[src/shared/timer_pkg.sv]
package timer_pkg;

    // ==================================================================
    // special function register addresses
    localparam logic [7:0] ADDR_TIMER01_CONTROL = 8'h88;
    localparam logic [7:0] ADDR_TIMER01_MODE    = 8'h89;
    localparam logic [7:0] ADDR_T0_COUNT_LOW    = 8'h8a;
    localparam logic [7:0] ADDR_T1_COUNT_LOW    = 8'h8b;
    localparam logic [7:0] ADDR_T0_COUNT_HIGH   = 8'h8c;
    localparam logic [7:0] ADDR_T1_COUNT_HIGH   = 8'h8d;
    localparam logic [7:0] ADDR_TIMER2_CONTROL  = 8'hc8;
    localparam logic [7:0] ADDR_T2_RELOAD_LOW   = 8'hca;
    localparam logic [7:0] ADDR_T2_RELOAD_HIGH  = 8'hcb;
    localparam logic [7:0] ADDR_T2_COUNT_LOW    = 8'hcc;
    localparam logic [7:0] ADDR_T2_COUNT_HIGH   = 8'hcd;

    // ==================================================================
    // timer01_control bit positions
    localparam int T1_FLAG_BIT = 7;
    localparam int T1_RUN_BIT  = 6;
    localparam int T0_FLAG_BIT = 5;
    localparam int T0_RUN_BIT  = 4;

    // timer01_mode field positions (timer 1 in upper nibble)
    localparam int T1_GATE_BIT = 7;
    localparam int T1_CS_BIT   = 6;
    localparam int T1_MODE_LSB = 4;
    localparam int T0_GATE_BIT = 3;
    localparam int T0_CS_BIT   = 2;
    localparam int T0_MODE_LSB = 0;

    // timer2_control bit positions
    localparam int T2_FLAG_BIT    = 7;
    localparam int T2_EXT_BIT     = 6;
    localparam int T2_RXBAUD_BIT  = 5;
    localparam int T2_TXBAUD_BIT  = 4;
    localparam int T2_TRIGEN_BIT  = 3;
    localparam int T2_RUN_BIT     = 2;
    localparam int T2_CS_BIT      = 1;
    localparam int T2_CAPSEL_BIT  = 0;

    // ==================================================================
    // reset values and modes
    localparam logic [7:0] SFR_RESET = 8'h00;

    localparam logic [1:0] MODE_13BIT  = 2'h0;
    localparam logic [1:0] MODE_16BIT  = 2'h1;
    localparam logic [1:0] MODE_RELOAD = 2'h2;
    localparam logic [1:0] MODE_SPLIT  = 2'h3;

    localparam int PIN_COUNT = 6;

    // ==================================================================
    // carriers
    typedef struct packed {
        logic [7:0] addr;
        logic       wr;
        logic [7:0] wdata;
    } sfr_req_t;

    typedef struct packed {
        logic t0_count_pin;
        logic t1_count_pin;
        logic t2_count_pin;
        logic t2_trigger_pin;
        logic ext_irq0_pin;
        logic ext_irq1_pin;
    } pin_in_t;

    typedef struct packed {
        logic [7:0] high;
        logic [7:0] low;
        logic       ovf;
    } count_step_t;

endpackage

[src/rtl/timer_counters.sv]
`timescale 1ns/1ps
module timer_counters
    import timer_pkg::*;
(
    input  wire logic     clk,
    input  wire logic     rst,
    input  wire logic     ce,
    input  wire sfr_req_t sfr,
    output logic [7:0]    sfr_rdata,
    input  wire pin_in_t  pins,
    input  wire logic     t0_irq_ack,
    input  wire logic     t1_irq_ack,
    output logic          t0_overflow_flag,
    output logic          t1_overflow_flag,
    output logic          t2_overflow_flag,
    output logic          t2_external_flag,
    output logic          rx_baud_tick,
    output logic          tx_baud_tick
);

    // ==================================================================
    // one timer/counter step for modes 0..3; in mode 3 only the low byte, the split high byte is handled by the caller
    function automatic count_step_t step(input logic [1:0] mode, input logic [7:0] hi,
                                         input logic [7:0] lo, input logic tick);
        count_step_t r;
        r.high = hi;
        r.low  = lo;
        r.ovf  = 1'b0;
        if (tick) begin
            unique case (mode)
                MODE_13BIT: begin
                    r.low[4:0] = lo[4:0] + 5'h01;
                    if (lo[4:0] == 5'h1f) begin
                        r.high = hi + 8'h01;
                        r.ovf  = (hi == 8'hff);
                    end
                end
                MODE_16BIT: begin
                    {r.high, r.low} = {hi, lo} + 16'h0001;
                    r.ovf = ({hi, lo} == 16'hffff);
                end
                MODE_RELOAD: begin
                    r.low = (lo == 8'hff) ? hi : lo + 8'h01;
                    r.ovf = (lo == 8'hff);
                end
                MODE_SPLIT: begin
                    r.low = lo + 8'h01;
                    r.ovf = (lo == 8'hff);
                end
            endcase
        end
        return r;
    endfunction

    // ==================================================================
    // pin synchronisers
    logic [PIN_COUNT-1:0] pin_vec;
    logic [PIN_COUNT-1:0] pin_lvl;
    logic [PIN_COUNT-1:0] pin_fall;

    assign pin_vec = pins;

    generate
        for (genvar i = 0; i < PIN_COUNT; i++) begin : g_pin
            pin_edge_sync #(
                .STAGES (2)
            ) u_sync (
                .clk   (clk),
                .rst   (rst),
                .ce    (ce),
                .pin   (pin_vec[i]),
                .level (pin_lvl[i]),
                .fall  (pin_fall[i])
            );
        end
    endgenerate

    // bit order follows pin_in_t, first member in the top bit
    logic t0_cnt_fall;
    logic t1_cnt_fall;
    logic t2_cnt_fall;
    logic t2_trig_fall;
    logic irq0_lvl;
    logic irq1_lvl;

    assign t0_cnt_fall  = pin_fall[5];
    assign t1_cnt_fall  = pin_fall[4];
    assign t2_cnt_fall  = pin_fall[3];
    assign t2_trig_fall = pin_fall[2];
    assign irq0_lvl     = pin_lvl[1];
    assign irq1_lvl     = pin_lvl[0];

    // ==================================================================
    // register state
    logic [7:0] t0_low_r;
    logic [7:0] t0_high_r;
    logic [7:0] t1_low_r;
    logic [7:0] t1_high_r;
    logic [7:0] t2_low_r;
    logic [7:0] t2_high_r;
    logic [7:0] rcap_low_r;
    logic [7:0] rcap_high_r;
    logic [7:0] mode_r;
    logic       t0_run_r;
    logic       t1_run_r;
    logic       t0_flag_r;
    logic       t1_flag_r;
    logic [3:0] irq_bits_r;
    logic [5:0] t2_ctl_r;
    logic       t2_flag_r;
    logic       t2_ext_r;
    logic [7:0] rdata_r;
    logic       rx_tick_r;
    logic       tx_tick_r;

    logic wr_timer01_control;
    logic wr_timer01_mode;
    logic wr_t0l;
    logic wr_t0h;
    logic wr_t1l;
    logic wr_t1h;
    logic wr_timer2_control;
    logic wr_rcl;
    logic wr_rch;
    logic wr_t2l;
    logic wr_t2h;

    assign wr_timer01_control  = sfr.wr && sfr.addr == ADDR_TIMER01_CONTROL;
    assign wr_timer01_mode  = sfr.wr && sfr.addr == ADDR_TIMER01_MODE;
    assign wr_t0l   = sfr.wr && sfr.addr == ADDR_T0_COUNT_LOW;
    assign wr_t0h   = sfr.wr && sfr.addr == ADDR_T0_COUNT_HIGH;
    assign wr_t1l   = sfr.wr && sfr.addr == ADDR_T1_COUNT_LOW;
    assign wr_t1h   = sfr.wr && sfr.addr == ADDR_T1_COUNT_HIGH;
    assign wr_timer2_control = sfr.wr && sfr.addr == ADDR_TIMER2_CONTROL;
    assign wr_rcl   = sfr.wr && sfr.addr == ADDR_T2_RELOAD_LOW;
    assign wr_rch   = sfr.wr && sfr.addr == ADDR_T2_RELOAD_HIGH;
    assign wr_t2l   = sfr.wr && sfr.addr == ADDR_T2_COUNT_LOW;
    assign wr_t2h   = sfr.wr && sfr.addr == ADDR_T2_COUNT_HIGH;

    // ==================================================================
    // timers 0 and 1 count enables
    logic [1:0] t0_mode;
    logic [1:0] t1_mode;
    logic       t0_split;
    logic       t0_tick;
    logic       t1_tick;
    logic       th0_tick;

    assign t0_mode  = mode_r[T0_MODE_LSB +: 2];
    assign t1_mode  = mode_r[T1_MODE_LSB +: 2];
    assign t0_split = (t0_mode == MODE_SPLIT);

    // no prescaler: timer function ticks every enabled core clock
    assign t0_tick = t0_run_r && (!mode_r[T0_GATE_BIT] || irq0_lvl)
                     && (mode_r[T0_CS_BIT] ? t0_cnt_fall : 1'b1);
    // with timer 0 split, its high byte owns the run bit; timer 1 runs unless in mode 3
    assign t1_tick = (t0_split || t1_run_r) && (!mode_r[T1_GATE_BIT] || irq1_lvl)
                     && (mode_r[T1_CS_BIT] ? t1_cnt_fall : 1'b1)
                     && (t1_mode != MODE_SPLIT);
    // split high byte counts core clocks under timer 1 run bit only
    assign th0_tick = t0_split && t1_run_r;

    count_step_t t0_nxt;
    count_step_t t1_nxt;
    logic [7:0]  th0_split_nxt;
    logic        th0_split_ovf;

    assign t0_nxt        = step(t0_mode, t0_high_r, t0_low_r, t0_tick);
    assign t1_nxt        = step(t1_mode, t1_high_r, t1_low_r, t1_tick);
    assign th0_split_nxt = t0_high_r + 8'h01;
    assign th0_split_ovf = th0_tick && (t0_high_r == 8'hff);

    // software writes win over the count step for the byte written
    always_ff @(posedge clk) begin
        if (rst) begin
            t0_low_r  <= SFR_RESET;
            t0_high_r <= SFR_RESET;
        end else if (ce) begin
            t0_low_r <= wr_t0l ? sfr.wdata : t0_nxt.low;
            if (wr_t0h) begin
                t0_high_r <= sfr.wdata;
            end else if (t0_split) begin
                if (th0_tick) begin
                    t0_high_r <= th0_split_nxt;
                end
            end else begin
                t0_high_r <= t0_nxt.high;
            end
        end
    end

    always_ff @(posedge clk) begin
        if (rst) begin
            t1_low_r  <= SFR_RESET;
            t1_high_r <= SFR_RESET;
        end else if (ce) begin
            t1_low_r  <= wr_t1l ? sfr.wdata : t1_nxt.low;
            t1_high_r <= wr_t1h ? sfr.wdata : t1_nxt.high;
        end
    end

    // ==================================================================
    // timer 0/1 control, mode and flags
    logic t0_flag_set;
    logic t1_flag_set;

    assign t0_flag_set = t0_nxt.ovf;
    // in split mode timer 1 loses its flag to the high byte of timer 0
    assign t1_flag_set = t0_split ? th0_split_ovf : t1_nxt.ovf;

    always_ff @(posedge clk) begin
        if (rst) begin
            mode_r     <= SFR_RESET;
            t0_run_r   <= 1'b0;
            t1_run_r   <= 1'b0;
            irq_bits_r <= 4'h0;
        end else if (ce) begin
            if (wr_timer01_mode) begin
                mode_r <= sfr.wdata;
            end
            if (wr_timer01_control) begin
                // run bits only gate counting, count registers untouched
                t0_run_r   <= sfr.wdata[T0_RUN_BIT];
                t1_run_r   <= sfr.wdata[T1_RUN_BIT];
                irq_bits_r <= sfr.wdata[3:0];
            end
        end
    end

    always_ff @(posedge clk) begin
        if (rst) begin
            t0_flag_r <= 1'b0;
            t1_flag_r <= 1'b0;
        end else if (ce) begin
            if (t0_flag_set) begin
                t0_flag_r <= 1'b1;
            end else if (wr_timer01_control) begin
                t0_flag_r <= sfr.wdata[T0_FLAG_BIT];
            end else if (t0_irq_ack) begin
                t0_flag_r <= 1'b0;
            end
            if (t1_flag_set) begin
                t1_flag_r <= 1'b1;
            end else if (wr_timer01_control) begin
                t1_flag_r <= sfr.wdata[T1_FLAG_BIT];
            end else if (t1_irq_ack) begin
                t1_flag_r <= 1'b0;
            end
        end
    end

    // ==================================================================
    // timer 2
    logic        rx_sel;
    logic        tx_sel;
    logic        baud_mode;
    logic        t2_tick;
    logic        t2_ovf;
    logic        t2_trig;
    logic        t2_capture;
    logic        t2_reload;
    logic [15:0] t2_count;
    logic [15:0] t2_next;

    assign rx_sel    = t2_ctl_r[T2_RXBAUD_BIT];
    assign tx_sel    = t2_ctl_r[T2_TXBAUD_BIT];
    assign baud_mode = rx_sel || tx_sel;
    assign t2_count  = {t2_high_r, t2_low_r};

    assign t2_tick = t2_ctl_r[T2_RUN_BIT]
                     && (t2_ctl_r[T2_CS_BIT] ? t2_cnt_fall : 1'b1);
    assign t2_ovf  = t2_tick && (t2_count == 16'hffff);
    // trigger ignored while timer 2 clocks the serial port
    assign t2_trig = t2_ctl_r[T2_TRIGEN_BIT] && t2_trig_fall && !baud_mode;
    assign t2_capture = t2_trig && t2_ctl_r[T2_CAPSEL_BIT];
    assign t2_reload  = (t2_ovf && (baud_mode || !t2_ctl_r[T2_CAPSEL_BIT]))
                        || (t2_trig && !t2_ctl_r[T2_CAPSEL_BIT]);

    always_comb begin
        if (t2_reload) begin
            t2_next = {rcap_high_r, rcap_low_r};
        end else if (t2_tick) begin
            t2_next = t2_count + 16'h0001;
        end else begin
            t2_next = t2_count;
        end
    end

    always_ff @(posedge clk) begin
        if (rst) begin
            t2_low_r  <= SFR_RESET;
            t2_high_r <= SFR_RESET;
        end else if (ce) begin
            t2_low_r  <= wr_t2l ? sfr.wdata : t2_next[7:0];
            t2_high_r <= wr_t2h ? sfr.wdata : t2_next[15:8];
        end
    end

    // a capture edge beats a software write in the same cycle
    always_ff @(posedge clk) begin
        if (rst) begin
            rcap_low_r  <= SFR_RESET;
            rcap_high_r <= SFR_RESET;
        end else if (ce) begin
            if (t2_capture) begin
                rcap_low_r  <= t2_low_r;
                rcap_high_r <= t2_high_r;
            end else begin
                if (wr_rcl) begin
                    rcap_low_r <= sfr.wdata;
                end
                if (wr_rch) begin
                    rcap_high_r <= sfr.wdata;
                end
            end
        end
    end

    always_ff @(posedge clk) begin
        if (rst) begin
            t2_ctl_r  <= 6'h00;
            t2_flag_r <= 1'b0;
            t2_ext_r  <= 1'b0;
        end else if (ce) begin
            if (wr_timer2_control) begin
                t2_ctl_r <= sfr.wdata[5:0];
            end
            if (t2_ovf && !baud_mode) begin
                t2_flag_r <= 1'b1;
            end else if (wr_timer2_control) begin
                t2_flag_r <= sfr.wdata[T2_FLAG_BIT];
            end
            if (t2_trig) begin
                t2_ext_r <= 1'b1;
            end else if (wr_timer2_control) begin
                t2_ext_r <= sfr.wdata[T2_EXT_BIT];
            end
        end
    end

    // ==================================================================
    // baud ticks; timer 1 still ticks here in split mode without its flag
    always_ff @(posedge clk) begin
        if (rst) begin
            rx_tick_r <= 1'b0;
            tx_tick_r <= 1'b0;
        end else if (ce) begin
            rx_tick_r <= rx_sel ? t2_ovf : t1_nxt.ovf;
            tx_tick_r <= tx_sel ? t2_ovf : t1_nxt.ovf;
        end
    end

    // ==================================================================
    // read data, one cycle after the address
    always_ff @(posedge clk) begin
        if (rst) begin
            rdata_r <= SFR_RESET;
        end else if (ce) begin
            unique case (sfr.addr)
                ADDR_TIMER01_CONTROL: rdata_r <= {t1_flag_r, t1_run_r, t0_flag_r, t0_run_r,
                                                  irq_bits_r};
                ADDR_TIMER01_MODE:    rdata_r <= mode_r;
                ADDR_T0_COUNT_LOW:    rdata_r <= t0_low_r;
                ADDR_T0_COUNT_HIGH:   rdata_r <= t0_high_r;
                ADDR_T1_COUNT_LOW:    rdata_r <= t1_low_r;
                ADDR_T1_COUNT_HIGH:   rdata_r <= t1_high_r;
                ADDR_TIMER2_CONTROL:  rdata_r <= {t2_flag_r, t2_ext_r, t2_ctl_r};
                ADDR_T2_RELOAD_LOW:   rdata_r <= rcap_low_r;
                ADDR_T2_RELOAD_HIGH:  rdata_r <= rcap_high_r;
                ADDR_T2_COUNT_LOW:    rdata_r <= t2_low_r;
                ADDR_T2_COUNT_HIGH:   rdata_r <= t2_high_r;
                default:              rdata_r <= SFR_RESET;
            endcase
        end
    end

    assign sfr_rdata        = rdata_r;
    assign t0_overflow_flag = t0_flag_r;
    assign t1_overflow_flag = t1_flag_r;
    assign t2_overflow_flag = t2_flag_r;
    assign t2_external_flag = t2_ext_r;
    assign rx_baud_tick     = rx_tick_r;
    assign tx_baud_tick     = tx_tick_r;

endmodule

[src/rtl/pin_edge_sync.sv]
`timescale 1ns/1ps
module pin_edge_sync
    import timer_pkg::*;
#(
    parameter int STAGES = 2
) (
    input  wire logic clk,
    input  wire logic rst,
    input  wire logic ce,
    input  wire logic pin,
    output logic      level,
    output logic      fall
);

    // ==================================================================
    // synchroniser and falling edge detector
    logic [STAGES-1:0] sync_r;
    logic              prev_r;

    // refused at elaboration: one stage would let a metastable sample reach the logic
    generate
        if (STAGES < 2) begin : g_bad_stages
            $error("pin_edge_sync needs at least two stages");
        end
    endgenerate

    always_ff @(posedge clk) begin
        if (rst) begin
            sync_r <= '0;
            prev_r <= 1'b0;
        end else if (ce) begin
            sync_r <= {sync_r[STAGES-2:0], pin};
            prev_r <= sync_r[STAGES-1];
        end
    end

    assign level = sync_r[STAGES-1];
    // high sample followed by low sample
    assign fall  = prev_r & ~sync_r[STAGES-1];

endmodule

[config.mk]
export PLATFORM = sky130hd
export DESIGN_NAME = timer_counters
export DESIGN_NICKNAME = d
export VERILOG_FILES = /design/src/shared/timer_pkg.sv /design/src/rtl/timer_counters.sv /design/src/rtl/pin_edge_sync.sv
export SDC_FILE = /design/constraint.sdc
export NUM_CORES = 1
export LEC_CHECK = 0
export BUFFER_PORTS_ARGS = -buffer_cell sky130_fd_sc_hd__clkbuf_2
export CORE_ASPECT_RATIO = 1.75
export CORE_MARGIN = 2
export CORE_UTILIZATION = 43
export CTS_CLUSTER_SIZE = 28
export DETAILED_ROUTE_END_ITERATION = 8
export HOLD_SLACK_MARGIN = 0.1
export PLACE_DENSITY_LB_ADDON = 0.05
export SLEW_MARGIN = 20
export SYNTH_ARGS = -nofsm -noshare
export SYNTH_HDL_FRONTEND = slang
export SYNTH_HIERARCHICAL = 1
export SYNTH_SLANG_ARGS = --single-unit
[constraint.sdc]
create_clock -name clk -period 2.1 [get_ports clk]
set_input_delay 0.42 -clock clk [delete_from_list [all_inputs] [get_ports clk]]
set_output_delay 0.42 -clock clk [all_outputs]
set_load 0.01 [all_outputs]
# After elaboration in Yosys (flattened, before gate mapping)
# Cells that the tools add are included.
# Widths: inputs -> output; s select.
# word_totals
mem_count	0
romBits	0
inputBits	28
ram_bits	0
output_inout_bits	14
regBits	114
latchBits	0
# classes
n_reduce_logical	71
n_eq_ne	30
muxes	45
div_mod_pow	0
bitwise	8
mul	0
n_addsub	9
shifts	0
n_lt_le_gt_ge	0
# ops
operator	count
$mux 8	16
$eq 8x8->1 const B	15
$pmux 8 s11	1
$add 16x1->16 const B	3
$eq 16x16->1 const B	3
$pmux 6 s4	2
$mux 17	2
$add 8x1->8 const B	4
$mux 16	2
$pmux 8 s2	2
$logic_and 1x1->1	26
$reduce_and 2->1	13
$mux 1	18
$pmux 3 s3	2
$reduce_bool 3->1	6
$reduce_bool 2->1	7
$reduce_bool 4->1	3
$add 5x1->5 const B	2
$eq 5x5->1 const B	2
$eq 2x2->1 const B	4
$logic_or 1x1->1	6
$reduce_and 3->1	2
$reduce_and 5->1	1
$and 1x1->1	4
other kinds (9)	17

# Depth between registers and ports, before layout
# depth
word_depth	9
mapped_depth	10
mapped_depth_nobuf	9

# Hierarchy
# The synthesis kept the hierarchy.
# modules_own_cells
module	n_inst	seq_area_each_um2	cells_each	area_each_um2
timer_counters	1	1961.9	846	6687.7
pin_edge_sync	6	60.1	10	107.6

# Worst setup path before layout
# OpenSTA, ideal clock, no wires.
# synth_timing
kind	reg-to-reg
startpoint	register t0_low_r[0]
endpoint	register t0_high_r[0]
t_arrival_ps	2022
setup_time_ps	87
path_stages_with_launch	11
period_less_slack_ps	2109
slack_ps	-9
t_required_ps	2013
cell_sequence	dfxtp_1 > ha_1 > and3_1 > ha_1 > mux2i_1 > nor2_1 > a221o_1 > and2_4 > buf_6 > a211o_1 > o31ai_1
# synth_via
elab_chain_len	5
elab_cells_between_ends	8
# synth_rtl
item	line_no	text
start, declared	timer_counters.sv:95	logic [7:0] t0_low_r;
start signal, assigned	timer_counters.sv:179	t0_low_r <= wr_t0l ? sfr.wdata : t0_nxt.low;
$add 16x1->16	timer_counters.sv:39	{r.high, r.low} = {hi, lo} + 16'h0001;
$pmux 8 s2	timer_counters.sv:30	unique case (mode)
$mux 17	timer_counters.sv:29	if (tick) begin
$mux 8	timer_counters.sv:182	end else if (t0_split) begin
$mux 8	timer_counters.sv:180	if (wr_t0h) begin
end signal, assigned	timer_counters.sv:181	t0_high_r <= sfr.wdata;
end signal, assigned	timer_counters.sv:184	t0_high_r <= th0_split_nxt;
end signal, assigned	timer_counters.sv:187	t0_high_r <= t0_nxt.high;
end, declared	timer_counters.sv:96	logic [7:0] t0_high_r;
# Parallel ways exist; a longest one is shown, timed or not. The select of a mux whose other input is x is not followed.
# A chain may end at the register's enable or synchronous reset.

# Final worst setup path
# layout_timing
startpoint	register t2_low_r[7]
endpoint	register t2_low_r[7]
# layout_via
elab_chain_len	6
elab_cells_between_ends	10
# layout_rtl
item	line_no	text
start, declared	timer_counters.sv:99	logic [7:0] t2_low_r;
start signal, assigned	timer_counters.sv:294	t2_low_r <= wr_t2l ? sfr.wdata : t2_next[7:0];
branches (longest 6 deep; another with $add 16x1->16)	n/a	
# Several ways; the timed one is not identified. The select of a mux whose other input is x is not followed.

==> results_dict.tcl <==
set metrics [dict create \
    synthesis.instances 898 \
    drive_gt1_share_pct 26.0 \
    dp_hpwl_um 22600 \
    achievable-frequency_mhz 479 \
    syn_to_final_growth_pct 28.8 \
    worst_endpoint_data_arrival_time_ns 2.38 \
    cts_buffers 17 \
    clk_latency_ns 0.43 \
    number_of_endpoints_with_negative_hold_slack_in_the_final_report 0 \
    worstMarginPinSlew_ns 0.534 \
    critical_path_required_ns 2.39 \
    grt_pass1_wl_um 45200 \
    critPathLaunchType "flop" \
    finalPower_uw 5700 \
    slew_viol_final 0 \
    static-leakage-power_uw 0.00361 \
    via_per_inst 6.19 \
    finish.net_count 1074 \
    preCtsSetupSlack_ns -0.145 \
    cts_max_path_buffers 2 \
    crit_slowest_cell "sky130_fd_sc_hd__dfxtp_1" \
    slew_headroom_pct 64.4 \
    critical_path_capture_point_type "flop" \
    floorplan.die.width_um 102 \
    multi_input_comb_area_sq_um 4660 \
    drcViolationCount 0 \
    h-tree-depth 4 \
    antenna_cells_inserted 0 \
    timing_worst_setup_path_type "flop to flop" \
    yosysWarnings 6 \
    number_of_hold_buffers_added_after_cts 0 \
    max_cap_violations 0 \
    seqCellArea_sq_um 2280 \
    gp_routability_congestion 0.963 \
    syn_nets 937 \
    fillCellCount 1593 \
    worst_hold_slack_ns 0.241 \
    dr_total_vias 7874 \
    die_y_um 176 \
    max_fanout_on_critical_path 16 \
    std_cell_rows 62 \
    grt_pass1_vias 7799 \
    power_per_cell_area_nw_per_um2 610 \
    die_area_sq_um 18000 \
    worstPathCellList "nand4_1 -> nor2_1 -> a31oi_4 -> or2_1 -> buf_12 -> o211ai_1 -> a311oi_1" \
    detail_route.wirelength_um 30000 \
    initial_core_util_pct 44.1 \
    grt-ovfl-total 0 \
    fin_crit_ns 2.09 \
    outcome "finished, final reports clean" \
    clk_tree_root_cell "sky130_fd_sc_hd__clkbuf_16" \
    utilization_pct 56.8 \
    maximum_number_of_pins_on_one_net_before_global_route_repair 67 \
    clkSlewWorstSetupHoldPaths_ns 0.06 \
    critical_path.max_stage_delay_ns 0.34 \
    timing.clock.skew_ns 0.0129 \
    global_route.usage.total_pct 34.0 \
    drc_marker_count_from_the_first_detailed_route_iteration 552 \
    antenna_violating_nets_post_route 0 \
    avgRoutedWirePerCell_um 23.6 \
    min_path_type "input port to flop" \
    tritoncts "yes" \
    setup_slack_ns 0.0139 \
    synth_area_sq_um 7250 \
    ir_worst_vdd_mv 0.405 \
    clock_sink_count 114 \
    first_pass_iters 5 \
    antenna_found_initial 0 \
    floorplan_core_area_sq_um 16400 \
    i_o_pin_count 42 \
    timing.final.setup_violations 0 \
    setup_total_negative_slack_ns 0 \
    avg_synthesized_cell_area_sq_um 8.08 \
    final_period_utilization_pct 99.3 \
    io_buffer_count 41 \
]
-- final timing paths --
path,from,end,slack [ns],cells past startpoint
max,t2_low_r[7],t2_low_r[7],0.01,7
min,pins[1],g_pin[1].u_sync/sync_r[0],0.24,3
max reg2reg,t2_low_r[7],t2_low_r[7],0.01,7
min reg2reg,g_pin[3].u_sync/prev_r,g_pin[3].u_sync/prev_r,0.48,2
-- metrics by stage --
stage | instance area [sq um] | cells
final | 9340 | 1272
after global routing | 9340 | 1272
after CTS | 9230 | 1270
after detailed placement | 8580 | 1237
after global placement | 8580 | 1237
after floorplan | 7260 | 898
-- repair_timing --
action,CTS,global route
resized for setup,2,21
buffers inserted,1,1
pin swaps,0,9
gates cloned,0,1
endpoints found under the setup margin,4,33
-- state kept, by name, summed over array words and instances, names as in the netlist, 4 cells and up --
register             cells
t2_high_r                8
g_pin.u_sync/sync_r     12
t0_low_r                 8
rcap_low_r               8
t1_low_r                 8
t2_low_r                 8
irq_bits_r               4
rcap_high_r              8
sfr_rdata                8
g_pin.u_sync/prev_r      4
mode_r                   8
t2_ctl_r                 6
t0_high_r                8
t1_high_r                8
-- layout make-up --
cell class	count	share of cell area, %
Clock buffer	23	5.22
Sequential cell	114	24.5
Clock inverter	9	1.62
Timing Repair Buffer	187	15.2
Inverter	17	0.683
Multi-Input combinational cell	698	49.9
Tap cell	224	3.00
-- per-layer routing --
metal,vias to the layer above,GRT usage [%],share of wire [%]
li1,3630,-,-
met1,3768,34.6,34
met2,342,60.1,51
met3,134,5.49,5.5
met4,0,26.0,8.7
met5,-,0,0
-- report_power, final --
| part | switching (uW) | leakage, uW | total [uW] | internal, uW |
|---|---|---|---|---|
| logic | 224 | 0.00237 | 349 | 125 |
| clock network | 1060 | 0.000313 | 3170 | 2110 |
| registers | 9.10 | 0.000921 | 2190 | 2180 |
-- worst max-delay path, delay by kind of cell, from the launching register on --
family / cells / cell delay [ns]
AO/OA/AOI/OAI: 3 / 0.62
AND/OR/NAND/NOR: 3 / 0.83
buffers and inverters: 1 / 0.16
flip-flops: 1 / 0.34
-- cell usage in the layout, fill, tap and decap left out, types with 18 or more instances in the layout --
cell	count
sky130_fd_sc_hd__clkbuf_2	40
sky130_fd_sc_hd__nand3_1	42
sky130_fd_sc_hd__mux2i_1	49
sky130_fd_sc_hd__nor2_1	127
sky130_fd_sc_hd__nand2_1	74
sky130_fd_sc_hd__o21ai_0	35
sky130_fd_sc_hd__nand4_1	18
sky130_fd_sc_hd__a21oi_1	43
sky130_fd_sc_hd__dfxtp_1	112
sky130_fd_sc_hd__a311oi_1	32
sky130_fd_sc_hd__nor3_1	24
sky130_fd_sc_hd__buf_4	138
Note: power is estimated with default switching activity, not from simulation.
